### config.mk
export PLATFORM = sky130hd
export DESIGN_NAME = tla_limit_alert
export DESIGN_NICKNAME = d
export VERILOG_FILES = /design/src/tla_pkg.sv /design/src/tla_limit_alert.sv
export SDC_FILE = /design/constraint.sdc
export NUM_CORES = 1
export LEC_CHECK = 0
export ABC_AREA = 1
export BUFFER_PORTS_ARGS = -buffer_cell sky130_fd_sc_hd__buf_2
export CORE_MARGIN = 4
export CORE_UTILIZATION = 25
export CTS_BUF_LIST = sky130_fd_sc_hd__clkbuf_16
export DETAILED_ROUTE_END_ITERATION = 8
export PLACE_DENSITY = 0.48
export SLEW_MARGIN = 20
export SYNTH_ARGS = -nofsm -noshare
export SYNTH_HDL_FRONTEND = slang
export SYNTH_SLANG_ARGS = --single-unit
export TNS_END_PERCENT = 5
### constraint.sdc
create_clock -name clk -period 8.1 [get_ports clk]
set_input_delay 0.405 -clock clk [delete_from_list [all_inputs] [get_ports clk]]
set_output_delay 0.405 -clock clk [all_outputs]
set_load 0.03 [all_outputs]
### src/tla_pkg.sv
// Package: register map, reset values and carriers of the limit/alert logic
package tla_pkg;

   // Register addresses (command bytes)
   localparam logic [7:0] ADDR_STATUS        = 8'h02;
   localparam logic [7:0] ADDR_SETUP_RD      = 8'h03;
   localparam logic [7:0] ADDR_LOC_HIGH_RD   = 8'h05;
   localparam logic [7:0] ADDR_LOC_LOW_RD    = 8'h06;
   localparam logic [7:0] ADDR_REM_HIGH_RD   = 8'h07;
   localparam logic [7:0] ADDR_REM_LOW_RD    = 8'h08;
   localparam logic [7:0] ADDR_SETUP_WR      = 8'h09;
   localparam logic [7:0] ADDR_LOC_HIGH_WR   = 8'h0b;
   localparam logic [7:0] ADDR_LOC_LOW_WR    = 8'h0c;
   localparam logic [7:0] ADDR_REM_HIGH_WR   = 8'h0d;
   localparam logic [7:0] ADDR_REM_LOW_WR    = 8'h0e;
   localparam logic [7:0] ADDR_ONE_SHOT      = 8'h0f;
   localparam logic [7:0] ADDR_OFFSET_INT    = 8'h11;
   localparam logic [7:0] ADDR_OFFSET_FRAC   = 8'h12;
   localparam logic [7:0] ADDR_REM_HIGH_FRAC = 8'h13;
   localparam logic [7:0] ADDR_REM_LOW_FRAC  = 8'h14;
   localparam logic [7:0] ADDR_REM_CRIT      = 8'h19;
   localparam logic [7:0] ADDR_LOC_CRIT      = 8'h20;
   localparam logic [7:0] ADDR_CRIT_HYST     = 8'h21;
   localparam logic [7:0] ADDR_ALERT_MODE    = 8'hbf;
   localparam logic [7:0] ADDR_MAKER_ID      = 8'hfe;
   localparam logic [7:0] ADDR_DIE_REV       = 8'hff;

   // Reset values
   localparam logic [7:0] RST_HIGH_LIMIT = 8'h46;
   localparam logic [7:0] RST_LOW_LIMIT  = 8'h00;
   localparam logic [7:0] RST_CRIT_LIMIT = 8'h55;
   localparam logic [7:0] RST_CRIT_HYST  = 8'h0a;
   localparam logic [7:0] RST_ZERO       = 8'h00;

   // Identification bytes; values are arbitrary
   localparam logic [7:0] MAKER_ID_VALUE = 8'h5c;
   localparam logic [7:0] DIE_REV_VALUE  = 8'h01;

   // Fixed read values and field masks
   localparam logic [7:0] ONE_SHOT_READ  = 8'hff;
   localparam logic [7:0] UNMAPPED_READ  = 8'h00;
   localparam logic [7:0] FRAC_MASK      = 8'he0;
   localparam logic [7:0] HYST_MASK      = 8'h1f;
   localparam logic [7:0] MODE_MASK      = 8'h01;
   localparam logic [7:0] SETUP_MASK     = 8'hd5;
   localparam logic [7:0] ALARM_MASK     = 8'h7b;
   localparam logic [7:0] NO_FLAGS       = 8'h00;

   // Bit positions
   localparam int SETUP_ALERT_MASK = 7;
   localparam int SETUP_STANDBY    = 6;
   localparam int MODE_COMPARATOR  = 0;
   localparam int ST_BUSY          = 7;
   localparam int ST_LOC_HIGH      = 6;
   localparam int ST_LOC_LOW       = 5;
   localparam int ST_REM_HIGH      = 4;
   localparam int ST_REM_LOW       = 3;
   localparam int ST_DIODE_OPEN    = 2;
   localparam int ST_REM_CRIT      = 1;
   localparam int ST_LOC_CRIT      = 0;

   // Register access from the serial front end
   typedef struct packed {
      logic       wr;
      logic       rd;
      logic [7:0] addr;
      logic [7:0] wdata;
   } tla_req_t;

   // One conversion result; remote is integer byte plus three fraction bits
   typedef struct packed {
      logic        done;
      logic        busy;
      logic        diode_open;
      logic [7:0]  local_temp;
      logic [10:0] remote_temp;
   } tla_conv_t;

endpackage : tla_pkg

### src/tla_limit_alert.sv
// Limit registers, alarm comparison, status flags and alert pin control
`timescale 1ns/1ps

////////////////////////////////////////////////////////////////////////////////
// Overview of operation
// - High limit bytes read at 05h/07h, written at 0Bh/0Dh; fraction at 13h.
// - High limit bytes reset to 46h; remote high fraction resets to zero.
// - Low limit bytes read at 06h/08h, written at 0Ch/0Eh; fraction at 14h.
// - Low limit bytes and remote low fraction reset to zero.
// - Critical limits at 20h (local) and 19h (remote), reset to 55h.
// - Critical hysteresis at 21h, bits 4..0 only, resets to 0Ah.
// - Remote offset integer at 11h and fraction at 12h, both reset zero.
// - Alert mode at BFh; bit 0 high is comparator, upper bits read zero.
// - Address FEh reads a fixed maker identification byte.
// - Address FFh reads the die revision byte.
// - Write to 0Fh in standby starts one conversion; data ignored.
// - One-shot location stores nothing and always reads FFh.
// - Alert pin is open-drain, active low, only ever pulls low.
// - Each result is compared with high, critical, low limits; flags set.
// - Unmasked, any flag except busy and diode open pulls alert low.
// - Comparator mode releases alert once the out-of-limit condition ends.
// - Interrupt mode status read sets alert mask if any alarm flag set.
// - Status flags clear only on a host status read.
// - Interrupt mode status read clears flags, releases alert, sets mask if an alarm flag was set.
// - While masked, alert stays inactive despite new out-of-limit results.
// - Setup byte read 03h, written 09h; bit 7 alert mask, resets low.
// - Status byte read-only at 02h with busy, alarm and open flags.
module tla_limit_alert (
   input  wire logic              clk,            // System clock, 25 MHz
   input  wire logic              rst,            // Synchronous reset, high
   input  wire tla_pkg::tla_req_t req,            // Register access request
   output logic [7:0]             reg_rdata,      // Read data, registered
   input  wire tla_pkg::tla_conv_t conv,          // Conversion result
   output logic                   one_shot_start, // Start one conversion
   output logic                   alert_out,      // Alert pin output level
   output logic                   alert_oe        // Alert pin pull-low enable
);

   logic [7:0]  loc_high_reg;
   logic [7:0]  loc_low_reg;
   logic [7:0]  rem_high_reg;
   logic [7:0]  rem_low_reg;
   logic [7:0]  rem_high_frac_reg;
   logic [7:0]  rem_low_frac_reg;
   logic [7:0]  loc_crit_reg;
   logic [7:0]  rem_crit_reg;
   logic [7:0]  hyst_reg;
   logic [7:0]  offset_int_reg;
   logic [7:0]  offset_frac_reg;
   logic [7:0]  mode_reg;
   logic [7:0]  setup_reg;
   logic [7:0]  flags_reg;
   logic [7:0]  cond_reg;
   logic [7:0]  rdata_reg;
   logic        one_shot_reg;
   logic        alert_reg;
   logic        alert_next;
   logic        status_rd;
   logic        int_mode;
   logic [10:0] rem_adj;
   logic [7:0]  new_bits;

   function automatic logic wr_at(input tla_pkg::tla_req_t r,
                                  input logic [7:0] a);
      wr_at = r.wr && (r.addr == a);
   endfunction : wr_at

   assign status_rd = req.rd && (req.addr == tla_pkg::ADDR_STATUS);
   assign int_mode  = !mode_reg[tla_pkg::MODE_COMPARATOR];

   ////////////////////////////////////////////////////////////////////////////
   // Limit, offset and hysteresis registers

   always_ff @(posedge clk) begin
      if (rst) begin
         loc_high_reg      <= tla_pkg::RST_HIGH_LIMIT;
         rem_high_reg      <= tla_pkg::RST_HIGH_LIMIT;
         rem_high_frac_reg <= tla_pkg::RST_ZERO;
         loc_low_reg       <= tla_pkg::RST_LOW_LIMIT;
         rem_low_reg       <= tla_pkg::RST_LOW_LIMIT;
         rem_low_frac_reg  <= tla_pkg::RST_ZERO;
         loc_crit_reg      <= tla_pkg::RST_CRIT_LIMIT;
         rem_crit_reg      <= tla_pkg::RST_CRIT_LIMIT;
         hyst_reg          <= tla_pkg::RST_CRIT_HYST;
         offset_int_reg    <= tla_pkg::RST_ZERO;
         offset_frac_reg   <= tla_pkg::RST_ZERO;
      end else begin
         if (wr_at(req, tla_pkg::ADDR_LOC_HIGH_WR)) begin
            loc_high_reg <= req.wdata;
         end
         if (wr_at(req, tla_pkg::ADDR_REM_HIGH_WR)) begin
            rem_high_reg <= req.wdata;
         end
         if (wr_at(req, tla_pkg::ADDR_REM_HIGH_FRAC)) begin
            rem_high_frac_reg <= req.wdata & tla_pkg::FRAC_MASK;
         end
         if (wr_at(req, tla_pkg::ADDR_LOC_LOW_WR)) begin
            loc_low_reg <= req.wdata;
         end
         if (wr_at(req, tla_pkg::ADDR_REM_LOW_WR)) begin
            rem_low_reg <= req.wdata;
         end
         if (wr_at(req, tla_pkg::ADDR_REM_LOW_FRAC)) begin
            rem_low_frac_reg <= req.wdata & tla_pkg::FRAC_MASK;
         end
         if (wr_at(req, tla_pkg::ADDR_LOC_CRIT)) begin
            loc_crit_reg <= req.wdata;
         end
         if (wr_at(req, tla_pkg::ADDR_REM_CRIT)) begin
            rem_crit_reg <= req.wdata;
         end
         if (wr_at(req, tla_pkg::ADDR_CRIT_HYST)) begin
            hyst_reg <= req.wdata & tla_pkg::HYST_MASK;
         end
         if (wr_at(req, tla_pkg::ADDR_OFFSET_INT)) begin
            offset_int_reg <= req.wdata;
         end
         if (wr_at(req, tla_pkg::ADDR_OFFSET_FRAC)) begin
            offset_frac_reg <= req.wdata & tla_pkg::FRAC_MASK;
         end
      end
   end

   ////////////////////////////////////////////////////////////////////////////
   // Alert mode and setup byte

   always_ff @(posedge clk) begin
      if (rst) begin
         mode_reg <= tla_pkg::RST_ZERO;
      end else if (wr_at(req, tla_pkg::ADDR_ALERT_MODE)) begin
         mode_reg <= req.wdata & tla_pkg::MODE_MASK;
      end
   end

   always_ff @(posedge clk) begin
      if (rst) begin
         setup_reg <= tla_pkg::RST_ZERO;
      end else if (status_rd && int_mode &&
                   |(flags_reg & tla_pkg::ALARM_MASK)) begin
         setup_reg[tla_pkg::SETUP_ALERT_MASK] <= 1'b1;
      end else if (wr_at(req, tla_pkg::ADDR_SETUP_WR)) begin
         setup_reg <= req.wdata & tla_pkg::SETUP_MASK;
      end
   end

   ////////////////////////////////////////////////////////////////////////////
   // Comparison of each result against the limits

   // Offset wraps in two's complement; no saturation
   assign rem_adj = conv.remote_temp +
                    {offset_int_reg, offset_frac_reg[7:5]};

   always_comb begin
      new_bits = tla_pkg::NO_FLAGS;
      new_bits[tla_pkg::ST_LOC_HIGH] =
         $signed(conv.local_temp) > $signed(loc_high_reg);
      new_bits[tla_pkg::ST_LOC_LOW] =
         $signed(conv.local_temp) < $signed(loc_low_reg);
      new_bits[tla_pkg::ST_LOC_CRIT] =
         $signed(conv.local_temp) > $signed(loc_crit_reg);
      new_bits[tla_pkg::ST_REM_HIGH] = $signed(rem_adj) >
         $signed({rem_high_reg, rem_high_frac_reg[7:5]});
      new_bits[tla_pkg::ST_REM_LOW] = $signed(rem_adj) <
         $signed({rem_low_reg, rem_low_frac_reg[7:5]});
      new_bits[tla_pkg::ST_REM_CRIT] = $signed(rem_adj) >
         $signed({rem_crit_reg, 3'b000});
      new_bits[tla_pkg::ST_DIODE_OPEN] = conv.diode_open;
   end

   // Live condition of the latest result, for comparator mode
   always_ff @(posedge clk) begin
      if (rst) begin
         cond_reg <= tla_pkg::NO_FLAGS;
      end else if (conv.done) begin
         cond_reg <= new_bits & tla_pkg::ALARM_MASK;
      end
   end

   // Sticky flags; a new result in the read cycle survives the clear
   always_ff @(posedge clk) begin
      if (rst) begin
         flags_reg <= tla_pkg::NO_FLAGS;
      end else begin
         flags_reg <= (status_rd ? tla_pkg::NO_FLAGS : flags_reg) |
                      (conv.done ? new_bits : tla_pkg::NO_FLAGS);
      end
   end

   ////////////////////////////////////////////////////////////////////////////
   // Alert pin

   always_comb begin
      if (setup_reg[tla_pkg::SETUP_ALERT_MASK]) begin
         alert_next = 1'b0;
      end else if (!int_mode) begin
         alert_next = |cond_reg;
      end else begin
         alert_next = |(flags_reg & tla_pkg::ALARM_MASK);
      end
   end

   always_ff @(posedge clk) begin
      if (rst) begin
         alert_reg <= 1'b0;
      end else begin
         alert_reg <= alert_next;
      end
   end

   assign alert_out = 1'b0;
   assign alert_oe  = alert_reg;

   ////////////////////////////////////////////////////////////////////////////
   // One-shot trigger

   always_ff @(posedge clk) begin
      if (rst) begin
         one_shot_reg <= 1'b0;
      end else begin
         one_shot_reg <= wr_at(req, tla_pkg::ADDR_ONE_SHOT) &&
                         setup_reg[tla_pkg::SETUP_STANDBY];
      end
   end

   assign one_shot_start = one_shot_reg;

   ////////////////////////////////////////////////////////////////////////////
   // Read data

   always_ff @(posedge clk) begin
      if (rst) begin
         rdata_reg <= tla_pkg::RST_ZERO;
      end else if (req.rd) begin
         if (req.addr == tla_pkg::ADDR_STATUS) begin
            rdata_reg <= {conv.busy, flags_reg[6:0]};
         end else if (req.addr == tla_pkg::ADDR_SETUP_RD) begin
            rdata_reg <= setup_reg;
         end else if (req.addr == tla_pkg::ADDR_LOC_HIGH_RD) begin
            rdata_reg <= loc_high_reg;
         end else if (req.addr == tla_pkg::ADDR_REM_HIGH_RD) begin
            rdata_reg <= rem_high_reg;
         end else if (req.addr == tla_pkg::ADDR_REM_HIGH_FRAC) begin
            rdata_reg <= rem_high_frac_reg;
         end else if (req.addr == tla_pkg::ADDR_LOC_LOW_RD) begin
            rdata_reg <= loc_low_reg;
         end else if (req.addr == tla_pkg::ADDR_REM_LOW_RD) begin
            rdata_reg <= rem_low_reg;
         end else if (req.addr == tla_pkg::ADDR_REM_LOW_FRAC) begin
            rdata_reg <= rem_low_frac_reg;
         end else if (req.addr == tla_pkg::ADDR_LOC_CRIT) begin
            rdata_reg <= loc_crit_reg;
         end else if (req.addr == tla_pkg::ADDR_REM_CRIT) begin
            rdata_reg <= rem_crit_reg;
         end else if (req.addr == tla_pkg::ADDR_CRIT_HYST) begin
            rdata_reg <= hyst_reg;
         end else if (req.addr == tla_pkg::ADDR_OFFSET_INT) begin
            rdata_reg <= offset_int_reg;
         end else if (req.addr == tla_pkg::ADDR_OFFSET_FRAC) begin
            rdata_reg <= offset_frac_reg;
         end else if (req.addr == tla_pkg::ADDR_ALERT_MODE) begin
            rdata_reg <= mode_reg;
         end else if (req.addr == tla_pkg::ADDR_MAKER_ID) begin
            rdata_reg <= tla_pkg::MAKER_ID_VALUE;
         end else if (req.addr == tla_pkg::ADDR_DIE_REV) begin
            rdata_reg <= tla_pkg::DIE_REV_VALUE;
         end else if (req.addr == tla_pkg::ADDR_ONE_SHOT) begin
            rdata_reg <= tla_pkg::ONE_SHOT_READ;
         end else begin
            rdata_reg <= tla_pkg::UNMAPPED_READ;
         end
      end
   end

   assign reg_rdata = rdata_reg;
endmodule : tla_limit_alert

# Yosys cells after proc, flatten, opt, wreduce, memory -nomap -nowiden
# Cells that the tools add are included.
dict set report classes {
  n_addsub 1
  mul 0
  div_mod_pow 0
  order_cmp 6
  eq_ne 22
  shift 0
  n_mux 22
  n_bitwise 2
  n_reduce_logical 24
}
# op n
set op_table {}
lappend op_table {{$mux W8} 19}
lappend op_table {{$eq A8 B4 Y1 const B} 7}
lappend op_table {{$eq A8 B5 Y1 const B} 5}
lappend op_table {{$eq A8 B3 Y1 const B} 3}
lappend op_table {{$eq A8 B8 Y1 const B} 3}
lappend op_table {{$gt A11 B11 Y1} 2}
lappend op_table {{$logic_and A1 B1 Y1} 18}
lappend op_table {{$eq A8 B2 Y1 const B} 2}
lappend op_table {{$eq A8 B6 Y1 const B} 2}
lappend op_table {{$gt A8 B8 Y1} 2}
lappend op_table {{$reduce_or A6 Y1} 2}
lappend op_table {{$add A11 B11 Y11} 1}
lappend op_table {{$lt A11 B11 Y1} 1}
lappend op_table {{$lt A8 B8 Y1} 1}
lappend op_table {{$or A8 B7 Y8} 1}
lappend op_table {{$mux W7} 1}
lappend op_table {{$mux W1} 2}
lappend op_table {{$reduce_and A2 Y1} 1}
lappend op_table {{$reduce_bool A2 Y1} 1}
lappend op_table {{$reduce_or A2 Y1} 1}
lappend op_table {{$logic_not A1 Y1} 1}
lappend op_table {{$not A1 Y1} 1}
dict set report word_totals {
  reg_bits 100
  latchBits 0
  ram_bits 0
  mem_bits_ro 0
  inputBits 42
  output_inout_bits 11
  wordCells 96
  mem_count 0
}

# Logic depth before layout (Yosys ltp)
dict set report depth {
  ltp_word 18
  depth_mapped 17
  mapped_depth_nobuf 17
}

# Worst setup path before layout
# No wires, ideal clock.
dict set report synth_path {
  path_kind {input to register}
  start {input conv[0] in the netlist's numbering}
  end {register cond_reg[4]}
  setup_time_ns 0.070
  t_arrival_ns 2.969
  required_time_ns 8.030
  setup_slack_ns 5.061
  cell_stages 17
  n_path_buf 0
  cell_sequence {ha_1 -> fa_1 -> nand3_1 -> nand2_1 -> nand4_1 -> o211ai_1 -> a21o_1 -> a21oi_1 -> xor2_1 -> ha_1 -> nand2_1 -> nor2_1 -> nand3_1 -> o2111ai_1 -> xnor2_1 -> o311ai_0 -> a21oi_1}
}
dict set report synth_between {
  elab_chain_len 2
}
# item line_no
set synth_rtl {}
lappend synth_rtl {{start, declared} tla_limit_alert.sv:33} ;# input wire tla_pkg::tla_conv_t conv,
lappend synth_rtl {{$add A11 B11 Y11} tla_limit_alert.sv:150} ;# assign rem_adj = conv.remote_temp +
lappend synth_rtl {{$gt A11 B11 Y1} tla_limit_alert.sv:161} ;# new_bits[tla_pkg::ST_REM_HIGH] = $signed(rem_adj) >
lappend synth_rtl {{end signal, assigned} tla_limit_alert.sv:173} ;# cond_reg <= tla_pkg::NO_FLAGS;
lappend synth_rtl {{end signal, assigned} tla_limit_alert.sv:175} ;# cond_reg <= new_bits & tla_pkg::ALARM_MASK;
lappend synth_rtl {{end, declared} tla_limit_alert.sv:53} ;# logic [7:0] cond_reg;
# Every way passes these cells.
# A chain may end at the register's enable or synchronous reset.

# Worst setup path after layout
dict set report layout_path {
  start {register offset_frac_reg[5]}
  end {register flags_reg[4]}
}
dict set report layout_between {
  elab_chain_len 4
}
# item line_no
set layout_rtl {}
lappend layout_rtl {{start, declared} tla_limit_alert.sv:49} ;# logic [7:0] offset_frac_reg;
lappend layout_rtl {{start signal, assigned} tla_limit_alert.sv:86} ;# offset_frac_reg <= tla_pkg::RST_ZERO;
lappend layout_rtl {{start signal, assigned} tla_limit_alert.sv:119} ;# offset_frac_reg <= req.wdata & tla_pkg::FRAC_MASK;
lappend layout_rtl {{$add A11 B11 Y11} tla_limit_alert.sv:150}
lappend layout_rtl {{$gt A11 B11 Y1} tla_limit_alert.sv:161}
lappend layout_rtl {{$mux W7} tla_limit_alert.sv:185} ;# (conv.done ? new_bits : tla_pkg::NO_FLAGS);
lappend layout_rtl {{$or A8 B7 Y8} tla_limit_alert.sv:184} ;# flags_reg <= (status_rd ? tla_pkg::NO_FLAGS : flags_reg) |
lappend layout_rtl {{end signal, assigned} tla_limit_alert.sv:182} ;# flags_reg <= tla_pkg::NO_FLAGS;
lappend layout_rtl {{end signal, assigned} tla_limit_alert.sv:184}
lappend layout_rtl {{end, declared} tla_limit_alert.sv:52} ;# logic [7:0] flags_reg;
# Every way passes these cells.

==> flow_summary.yaml <==
drt:
  drt-total-wl_mm: 20.6
  viasPerCell: 4.70
  ant_nets: 0
  drc: 0
  drt_pass1_iterations: 5
  wl_per_cell_um: 16.7
  drtIter0Drc: 398
  vias: 5825
cells_and_area:
  syn_to_final_growth_pct: 13.4
  antenna_cells: 0
  nNetsFinal: 1020
  drive_gt1_share_pct: 8.91
  final_util_pct: 29.2
  finalNonFillerCells: 1239
synthesis:
  synthCells: 876
  synth_cell_type_count: 36
  post_synth_main_area_contributors: "dfxtp_1 (32%), ha_1 (13%), a21oi_1 (11%)"
  yosys_warnings: 0
  yosysTopAreaCell: "dfxtp_1"
  synth_top_cell_area_share_pct: 32.4
  synth.ff_latch_count: 99
  syn-mean-instance-area_um2: 6.98
  async_reset_ff_share_pct: 0
  netlist_area_um2: 6120
  syn_nets: 981
  synth_ff_type: "dfxtp_1"
  synth-seq-area-share_pct: 32.4
  synth-edff-count: 0
global_route:
  antenna_found_initial: 0
  overflow: 0
  track_usage_pct: 15.5
  grt_pass1_wl_mm: 32.1
  grt_max_degree: 44
  grt_pass1_vias: 5567
cts:
  cts.clk_slew.worst_paths_ps: 70
  clock-sinks: 99
  cts_buffers: 9
  cts_resized: 0
  post_cts_buffers: 0
  clockBufferDepth: 2
  cts_hold_buf: 0
  clock_latency_ps: 350
  clockRootBuffer: "clkbuf_16"
  h-tree-depth: 3
  cts_tree: "done"
place:
  gp_congestion: 0.914
  place_inst: 1223
  port-buffer-count: 51
  pre_cts_slack_ps: 4470
  dp_hpwl_mm: 16.3
worst_setup_path:
  reg2reg_slack_ps: 4680
  path_cells: "ha_1 -> fa_1 -> nand3_1 -> nand2_1 -> nand4_1 -> o211ai_1 -> a21o_1 -> a21oi_1 -> xor2_1 -> ha_1 -> nand2_1 -> nor2_1 -> nand3_1 -> o2111ai_1 -> xnor2_1 -> o311ai_0 -> a21oi_1"
  arrival_ps: 3700
  r2r_cells: 17
  r2r_end: "flags_reg[4]"
  worstPathMaxFanout: 4
  critical-path-top-delay-family: "adder cells"
  worstReg2RegStart: "offset_frac_reg[5]"
  worstSetupPathType: "reg -> reg"
  cpPeakStageDelay_ps: 440
  slowest_stage: "xor2_1"
  path_buf_inv: 0
  cp-start-kind: "flip-flop"
  critical_path_required_ps: 8370
  cp-end-kind: "flip-flop"
pwr:
  p_per_area_nw_per_um2: 148
  p_leak_nw: 2.99
  ir_drop_uv: 92.9
sta:
  fin_crit_sh_pct: 42.3
  fin_setup_tns_ps: 0
  rsz0062_at_grt: "false"
  worst_pin_slew_ps: 937
  fin_ws_ps: 4680
  finalHoldViolations: 0
  max_slew_margin_pct: 37.5
  setup_violations: 0
  max_freq_mhz: 292
  clock_skew_ps: 7.17
  slew_viol_final: 0
  fin_crit_ps: 3420
die:
  dieHeight_um: 164
  chipWidth_um: 164
  io_pins: 53
  die_area_um2: 27000
  std_cell_rows: 56
  initial_core_util_pct: 25.8
  core_area_um2: 23800
min_path:
  min_from: "conv[19]"
  hold_class: "in -> reg"
  min_to: "flags_reg[2]"
  min_path_cells: 3
run:
  maxCapViolCount: 0
outcome:
  outcome: "completed"
[routing by layer]
metal,wire length [um],GRT usage (%),vias to the layer above,part of all wire [%]
met5,0,0,-,0
met4,260,3.02,0,1.3
met3,1080,3.07,17,5.2
met2,8910,24.3,136,43
met1,10400,22.3,2648,50
li1,-,-,3024,-
[worst min-delay path: cells and delay by family]
kind / cells / cell delay, ps
and+or+nand+nor: 1 / 60
AOI/OAI and AO/OA: 1 / 60
buffers and inverters: 1 / 100
[synth_stat cells, types with 3 or more instances]
library cell / instances
xnor2_1: 5
nand2_1: 158
inv_1: 122
clkbuf_1: 17
o2111ai_1: 5
ha_1: 62
nand4_1: 15
nor2_1: 57
a211oi_1: 4
nor3_1: 5
buf_2: 5
xor2_1: 7
inv_2: 3
dfxtp_1: 99
a21oi_1: 140
nor2_4: 5
nor2_2: 6
o211ai_1: 10
nand3b_1: 3
nand3_1: 36
o21ai_0: 91
[stage by stage]
step | total power [mW] | instance area [um^2] | hold WS, ps
2_1_floorplan | 0.584 | 6120 | 423
3_3_place_gp | 0.634 | 6680 | 438
3_5_place_dp | 0.634 | 6680 | 447
4_1_cts | 1.04 | 6940 | 305
5_1_grt | 1.07 | 6940 | 323
6_report | 1.02 | 6940 | 313
[area by class of cell]
class                   instances  area [um^2]
repair buffers                 52          263
clock inverters                 7         36.3
multi-input cells             628         3560
flip-flops and latches         99         1980
well taps                     319          399
clock buffers                   9          225
fillers                      2694        16800
inverters                     125          469
[power by group]
part           total [mW]  internal (mW)  switching [mW]
combinational       0.126         0.0407          0.0849
sequential          0.498          0.493         0.00406
clock               0.400          0.204           0.196
[logic make-up after synthesis]
logic type	share of synthesized area, %
simple gates	20.8
buf+inv	9.37
fa+ha+maj	13.0
other cells	0.0613
xor+xnor	1.72
compound gates	22.7
flops	32.4
[how the worst max path moves through the flow]
stage | start | endpoint | slack [ps] | depth (start not counted)
after floorplan | conv[0] | cond_reg[4] | 5060 | 17
after global placement | conv[0] | flags_reg[4] | 4570 | 18
after detailed placement | conv[0] | flags_reg[4] | 4470 | 18
after CTS | offset_frac_reg[5] | flags_reg[4] | 4680 | 17
after global routing | offset_frac_reg[5] | flags_reg[4] | 4390 | 17
final | offset_frac_reg[5] | flags_reg[4] | 4680 | 17
[placed cells by master, fill, tap and decap left out, types with 2 or more instances in the layout]
cell,Yosys,layout
dfxtp_1,99,99
xnor2_1,5,5
nor2_2,6,6
o2111ai_1,5,5
inv_2,3,3
xor2_1,7,7
buf_2,5,51
a22o_1,2,2
o22ai_1,2,2
o21ai_0,91,91
clkinv_1,0,3
a31oi_1,2,2
a21o_1,2,2
nor2_1,57,57
o211ai_1,10,10
nor3_2,2,2
nor3_1,5,5
a21oi_1,140,140
inv_1,122,123
a211oi_1,4,4
nand3_1,36,36
clkbuf_16,0,9
nor2_4,5,5
nand2_1,158,158
nand4_1,15,15
nand3b_1,3,3
ha_1,62,62
No activity file was read; power rests on OpenSTA's default activity.
